`src/rx_pkg.sv`:
```
// Purpose: shared constants and types for the serial word to byte receiver
// Assumes: all inputs synchronous to mclk
// Notes: bit 1 of a serial word lands in buffer bit 0
package rx_pkg;
    localparam int WORD_BITS = 32;
    localparam logic [5:0] WORD_BITS_CNT = 6'h20;
    localparam logic [5:0] BIT_CNT_MAX = 6'h3f;
    localparam int BYTE_W = 8;
    localparam logic [1:0] FIRST_BYTE = 2'h0;
    localparam logic [1:0] LAST_BYTE = 2'h3;
    localparam int PARITY_POS = 31;
    localparam logic [4:0] GAP_TICKS = 5'h10;
    localparam logic [4:0] GAP_LAST_TICK = 5'h0f;

    typedef struct packed {
        logic one;
        logic zero;
    } rail_t;

    typedef enum logic {ST_INIT, ST_RUN} rx_state_t;
endpackage : rx_pkg

```
`src/rail_front.sv`:
```
// Purpose: rail source select, one/zero/null latches and bit strobe
// Assumes: rails are digital levels synchronous to mclk
// Notes: both bypass rails high count as null; both serial or line rails high hold the latch
`timescale 1ns/10ps
module rail_front (
    input wire logic mclk,
    input wire logic rst_n,
    input wire logic integrated_receiver_sel,
    input wire rx_pkg::rail_t serial_rails,
    input wire rx_pkg::rail_t line_rails,
    input wire rx_pkg::rail_t bypass_rails,
    output logic bit_stb,
    output logic bit_val
);
    import rx_pkg::*;

    rail_t raw;
    rail_t latch_q;
    logic any_q;

    // any bypass input high takes over from the line receiver
    always_comb begin
        if (!integrated_receiver_sel) begin
            raw = serial_rails;
        end else if (bypass_rails.one || bypass_rails.zero) begin
            raw.one = bypass_rails.one & ~bypass_rails.zero;
            raw.zero = bypass_rails.zero & ~bypass_rails.one;
        end else begin
            raw = line_rails;
        end
    end

    always_ff @(posedge mclk) begin
        if (!rst_n) begin
            latch_q <= '0;
        end else if (!raw.one && !raw.zero) begin
            latch_q <= '0;
        end else if (raw.one && !raw.zero) begin
            latch_q <= '{one: 1'b1, zero: 1'b0};
        end else if (raw.zero && !raw.one) begin
            latch_q <= '{one: 1'b0, zero: 1'b1};
        end
    end

    // bit clock is the start of each one or zero pulse
    always_ff @(posedge mclk) begin
        if (!rst_n) begin
            any_q <= 1'b0;
            bit_stb <= 1'b0;
            bit_val <= 1'b0;
        end else begin
            any_q <= latch_q.one | latch_q.zero;
            bit_stb <= (latch_q.one | latch_q.zero) & ~any_q;
            bit_val <= latch_q.one;
        end
    end
endmodule : rail_front

```
`src/gap_timer.sv`:
```
// Purpose: word gap detection timed on the gap timebase input
// Assumes: timebase is slower than half the mclk rate
// Notes: one gap pulse per idle stretch; restarts on every bit
`timescale 1ns/10ps
module gap_timer (
    input wire logic mclk,
    input wire logic rst_n,
    input wire logic word_gap_timebase,
    input wire logic bit_stb,
    output logic gap_stb
);
    import rx_pkg::*;

    logic tb_q;
    logic tick;
    logic [4:0] cnt_q;

    assign tick = word_gap_timebase & ~tb_q;

    always_ff @(posedge mclk) begin
        if (!rst_n) begin
            tb_q <= 1'b0;
        end else begin
            tb_q <= word_gap_timebase;
        end
    end

    // bit phase is free against the timebase, so the gap is 15 to 16 tick periods
    always_ff @(posedge mclk) begin
        if (!rst_n) begin
            cnt_q <= '0;
        end else if (bit_stb) begin
            cnt_q <= '0;
        end else if (tick && cnt_q != GAP_TICKS) begin
            cnt_q <= cnt_q + 5'h01;
        end
    end

    always_ff @(posedge mclk) begin
        if (!rst_n) begin
            gap_stb <= 1'b0;
        end else begin
            gap_stb <= tick & ~bit_stb & (cnt_q == GAP_LAST_TICK);
        end
    end
endmodule : gap_timer

```
`src/word_receiver.sv`:
```
// Purpose: serial two-rail word receiver with a byte-wide host read port
// Assumes: all inputs synchronous to mclk; read strobe held low >= 2 cycles
// Notes: byte pointer advances when the read strobe returns high
// Behaviour
// - shift bits, check, then load 32-bit buffer
// - host reads buffer while next word shifts
// - recover bits from two rails into register
// - integrated variant selects receiver or bypass rails
// - valid level sets rail latch, null clears
// - bypass inputs together replace receiver outputs
// - gap after 16 idle timebase cycles
// - gap interval may span 16 to 17; timer gives 15 to 16 (gap on 16th tick)
// - ready high until first byte read
// - strobe low drives current byte on bus
// - parity select replaces bit 32 with error
// - error on bit count or enabled parity
// - reset low initialises all logic
// - four reads give bits 1-32 in order
// - new word overwrites, pointer and ready reset
// - error set at gap, cleared by good word
// - after reset wait for first gap
`timescale 1ns/10ps
module word_receiver (
    input wire logic mclk,
    input wire logic rst_n,
    input wire logic integrated_receiver_sel,
    input wire logic serial_high_rail_in,
    input wire logic serial_low_rail_in,
    input wire logic line_positive_in,
    input wire logic line_negative_in,
    input wire logic bypass_rail_one_in,
    input wire logic bypass_rail_zero_in,
    input wire logic word_gap_timebase,
    input wire logic odd_parity_check_select,
    input wire logic read_strobe_n,
    output logic [rx_pkg::BYTE_W-1:0] host_byte_bus_out,
    output logic host_byte_bus_oe,
    output logic word_ready,
    output logic word_error
);
    import rx_pkg::*;

    logic bit_stb;
    logic bit_val;
    logic gap_stb;
    rx_state_t state_q;
    logic [WORD_BITS-1:0] shift_q;
    logic [5:0] bit_cnt_q;
    logic [WORD_BITS-1:0] buf_q;
    logic [1:0] ptr_q;
    logic strobe_q;
    logic read_fall;
    logic read_rise;
    logic load;
    logic par_err;
    logic good;
    logic [BYTE_W-1:0] sel_byte;

    rail_front u_rail (
        .mclk(mclk),
        .rst_n(rst_n),
        .integrated_receiver_sel(integrated_receiver_sel),
        .serial_rails('{one: serial_high_rail_in, zero: serial_low_rail_in}),
        .line_rails('{one: line_positive_in, zero: line_negative_in}),
        .bypass_rails('{one: bypass_rail_one_in, zero: bypass_rail_zero_in}),
        .bit_stb(bit_stb),
        .bit_val(bit_val)
    );

    gap_timer u_gap (
        .mclk(mclk),
        .rst_n(rst_n),
        .word_gap_timebase(word_gap_timebase),
        .bit_stb(bit_stb),
        .gap_stb(gap_stb)
    );

    // odd parity fails when the word holds an even count of ones
    assign par_err = ~^shift_q;
    assign good = (bit_cnt_q == WORD_BITS_CNT) & ~(odd_parity_check_select & par_err);
    assign load = gap_stb & (state_q == ST_RUN) & (bit_cnt_q != '0);
    assign read_fall = strobe_q & ~read_strobe_n;
    assign read_rise = ~strobe_q & read_strobe_n;
    assign sel_byte = buf_q[ptr_q*BYTE_W +: BYTE_W];

    // stay idle after reset until a gap, so no partial word is taken
    always_ff @(posedge mclk) begin
        if (!rst_n) begin
            state_q <= ST_INIT;
        end else begin
            case (state_q)
                ST_INIT: if (gap_stb) state_q <= ST_RUN;
                ST_RUN: state_q <= ST_RUN;
                default: state_q <= ST_INIT;
            endcase
        end
    end

    // first bit received ends in bit 0
    always_ff @(posedge mclk) begin
        if (!rst_n) begin
            shift_q <= '0;
        end else if (bit_stb) begin
            shift_q <= {bit_val, shift_q[WORD_BITS-1:1]};
        end
    end

    always_ff @(posedge mclk) begin
        if (!rst_n) begin
            bit_cnt_q <= '0;
        end else if (gap_stb) begin
            bit_cnt_q <= '0;
        end else if (bit_stb && bit_cnt_q != BIT_CNT_MAX) begin
            bit_cnt_q <= bit_cnt_q + 6'h01;
        end
    end

    // buffer loads on every word, readable while the next one shifts in
    always_ff @(posedge mclk) begin
        if (!rst_n) begin
            buf_q <= '0;
        end else if (load) begin
            buf_q[PARITY_POS-1:0] <= shift_q[PARITY_POS-1:0];
            buf_q[PARITY_POS] <= odd_parity_check_select ? par_err
                                                         : shift_q[PARITY_POS];
        end
    end

    always_ff @(posedge mclk) begin
        if (!rst_n) begin
            word_error <= 1'b0;
        end else if (load) begin
            word_error <= ~good;
        end
    end

    // a new word wins over a read in the same cycle
    always_ff @(posedge mclk) begin
        if (!rst_n) begin
            word_ready <= 1'b0;
        end else if (load) begin
            word_ready <= 1'b1;
        end else if (read_fall && ptr_q == FIRST_BYTE) begin
            word_ready <= 1'b0;
        end
    end

    always_ff @(posedge mclk) begin
        if (!rst_n) begin
            ptr_q <= FIRST_BYTE;
        end else if (load) begin
            ptr_q <= FIRST_BYTE;
        end else if (read_rise && ptr_q != LAST_BYTE) begin
            ptr_q <= ptr_q + 2'h1;
        end
    end

    always_ff @(posedge mclk) begin
        if (!rst_n) begin
            strobe_q <= 1'b1;
            host_byte_bus_out <= '0;
        end else begin
            strobe_q <= read_strobe_n;
            host_byte_bus_out <= sel_byte;
        end
    end

    assign host_byte_bus_oe = ~read_strobe_n;
endmodule : word_receiver

```
`config.mk`:
```
export PLATFORM = sky130hd
export DESIGN_NAME = word_receiver
export DESIGN_NICKNAME = d
export VERILOG_FILES = /design/src/rx_pkg.sv /design/src/rail_front.sv /design/src/gap_timer.sv /design/src/word_receiver.sv
export SDC_FILE = /design/constraint.sdc
export NUM_CORES = 1
export LEC_CHECK = 0
export ABC_AREA = 1
export BUFFER_PORTS_ARGS = -buffer_cell sky130_fd_sc_hd__buf_4
export CAP_MARGIN = 15
export CORE_MARGIN = 3
export CORE_UTILIZATION = 37
export CTS_CLUSTER_SIZE = 20
export DETAILED_ROUTE_END_ITERATION = 8
export PLACE_DENSITY = 0.63
export SLEW_MARGIN = 25
export SYNTH_ARGS = -nofsm -noshare
export SYNTH_HDL_FRONTEND = slang
export SYNTH_SLANG_ARGS = --single-unit
```
`constraint.sdc`:
```
create_clock -name mclk -period 1.75 [get_ports mclk]
set_input_delay 0.0875 -clock mclk [delete_from_list [all_inputs] [get_ports mclk]]
set_output_delay 0.0875 -clock mclk [all_outputs]
set_load 0.01 [all_outputs]
```
==> results.tsv <==
metric	value	unit
status	finished clean	
drtIter0Drc	242	
syn_nets	662	
grt_pass1_wl	16.2	mm
finalSetupViolations	0	
min_path_cells	3	
powerDensity	950	nW/um^2
antenna_found_initial	0	
busiest_layer	met2	
cts-htree-levels	3	
worstSetupPathType	reg -> reg	
synth-edff-count	0	
crit_arrival	1.89	ns
avgSynthCellArea	6.90	um^2
fp-row-count	39	
synth_ff_type	dfxtp_1	
r2r_slack	0.14	ns
p_leak	2.18	nW
intPower	3.48	mW
layoutNonFillerInstCount	804	
slew_headroom	65.7	%
grt_use_met3	3.26	%
clkPwrFrac	37.9	%
cts_tree	yes	
met1_usage	19.6	%
num_antenna_cells	0	
fin_crit_sh	92.2	%
worst_pin_slew	0.515	ns
rsz0062_at_grt	no	
cp_max_fo	23	
synth_seq_cells	96	
hold_viol	0	
final.min_clock_period	1.61	ns
ant_nets	0	
ys_async_sr_fraction	0	%
placed_cells	786	
worstSkewPairLatency	0.34	ns
dr.pass1.iters	5	
min_path_type	in -> reg	
swShare	26.8	%
synth_common_cells	nand2_1 (175), dfxtp_1 (96), a21oi_1 (84), inv_1 (65), o21ai_0 (64)	
ys_top_cells_by_area	dfxtp_1 (44%), nand2_1 (15%), a21oi_1 (9.5%), o21ai_0 (7.3%), inv_1 (5.5%)	
routabilityCongestion	0.789	
sequentialPowerShare	48.6	%
required	2.02	ns
grt_pass1_vias	3627	
vdd_ir_drop_max	0.434	mV
core	11600	um^2
area_growth	13.4	%
cp.depth	8	
end_kind	flop	
ios	23	
ys_types	31	
total_power	4.76	mW
synth_top_area_share	43.5	%
yosys.area.top_type	dfxtp_1	
ctsRootBufferMaster	clkbuf_16	
synth_cells	640	
rr_worst_depth	8	
via_count	3898	
yosysMostFrequentCell	nand2_1	
crit_chain	inv_1, ha_1, nand4_1, or2_1, nand2_2, buf_4, o21ai_0, a21oi_1	
io_buffers	22	
yosysWarnings	0	
slew_viol_final	0	
numClockSinks	96	
pwr-share-comb	13.4	%
initial_utilization	38.2	%
cts_buffers	9	
power.switching	1.27	mW
fin_nets	678	
grt_max_degree	60	
routed_wl	9.40	mm
avgViaCountPerCell	4.85	
overflow	0	
syn_area	4420	um^2
post-dp-hpwl	6.77	mm
grt_use_met2	24.5	%
yosysSeqAreaShare	43.5	%
clkTransAtPathRegs	0.07	ns
drc	0	
post_cts_buffers	0	
clockBufferDepth	2	
cp_num_buf_inv	2	
die-area	13300	um^2
fmax	620	MHz
drv_cap	0	
skew	0.00755	ns
drive_above_1_share	11.0	%
crit_family	simple AND/OR/NAND/NOR gates	
critPathMaxStageDelay	0.32	ns
wl_per_cell	11.7	um
chipHeight	115	um
grt_use_total	15.0	%
cp_slowest_cell	dfxtp_1	
setup.worst_path.start_class	flop	
die_x	115	um
flip-flops by register name (all words and copies together) (netlist names), 2 cells and up:
signal and cells:
host_byte_bus_out 8, shift_q 32, buf_q 32, bit_cnt_q 6
ptr_q 2, u_rail.latch_q 2, u_gap.cnt_q 5
metrics by stage:
step                      util [%]  setup TNS, ns  cell area [um^2]  setup slack, ns  hold slack [ns]
after CTS                     43.3              0              5000            0.151           0.0382
after global routing          43.3              0              5010          0.00980           0.0431
final                         43.3              0              5010            0.137           0.0520
after floorplan                  -              0              4420            0.264            0.185
after global placement        40.7              0              4710           0.0556            0.280
after detailed placement      40.7        -0.0525              4710          -0.0226            0.285
layout make-up:
class | instances | area [um^2]
fill | 1138 | 6560
tap | 143 | 179
clock buffer | 11 | 243
sequential | 96 | 1920
clock inverter | 5 | 32.5
multi-input combinational | 435 | 2070
timing repair buffer | 31 | 238
inverter | 83 | 318
metal layers:
metal  up-vias  share of wire, %
met5         -                 0
met4         0               1.1
met3         9               3.3
met2        52                46
met1      1756                50
li1       2081                 -
power groups by stage:
stage | logic, mW | clock network, mW | registers (mW)
final | 0.639 | 1.80 | 2.31
after global routing | 0.743 | 1.95 | 2.32
after CTS | 0.645 | 1.86 | 2.31
after detailed placement | 0.640 | 0 | 2.36
after global placement | 0.620 | 0 | 2.36
after floorplan | 0.484 | 0 | 2.35
cells by family after synthesis:
kind of cell / after synthesis / share of synthesized area (%)
AO/OA/AOI/OAI: 177 / 20.8
XOR/XNOR: 5 / 0.992
adder cells (fa/ha/maj): 10 / 2.83
buffers and inverters: 109 / 9.52
flip-flops: 96 / 43.5
multiplexers: 2 / 0.482
AND/OR/NAND/NOR: 241 / 21.9
worst paths after layout:
kind,end,startpoint
worst min register to register,u_rail.bit_stb,u_rail.any_q
worst max register to register,buf_q[11],bit_cnt_q[0]
worst max-delay path,buf_q[11],bit_cnt_q[0]
worst min-delay path,word_error,odd_parity_check_select
timing repair:
| item | in CTS | in global routing |
|---|---|---|
| gates cloned | 0 | 0 |
| setup endpoints to repair | 6 | 3 |
| hold buffers | 2 | 0 |
| resized for setup | 1 | 1 |
| hold endpoints to repair | 2 | 0 |
worst min-delay path: stages:
cell and delay, ns:
buf_4 0.12, nand3_2 0.08, a21oi_1 0.05
placed cells by master, fill, tap and decap left out, drive strengths merged, types with 6 or more instances in the layout:
| master | netlist | routed |
|---|---|---|
| a21oi | 84 | 84 |
| clkbuf | 17 | 11 |
| dfxtp | 96 | 96 |
| o21ai | 83 | 83 |
| buf | 9 | 29 |
| nor2 | 38 | 38 |
| o211ai | 6 | 6 |
| nand3 | 6 | 6 |
| nand2 | 181 | 181 |
| ha | 10 | 10 |
| inv | 82 | 82 |
| nor3 | 9 | 9 |
Note: power is estimated with default switching activity, not from simulation.
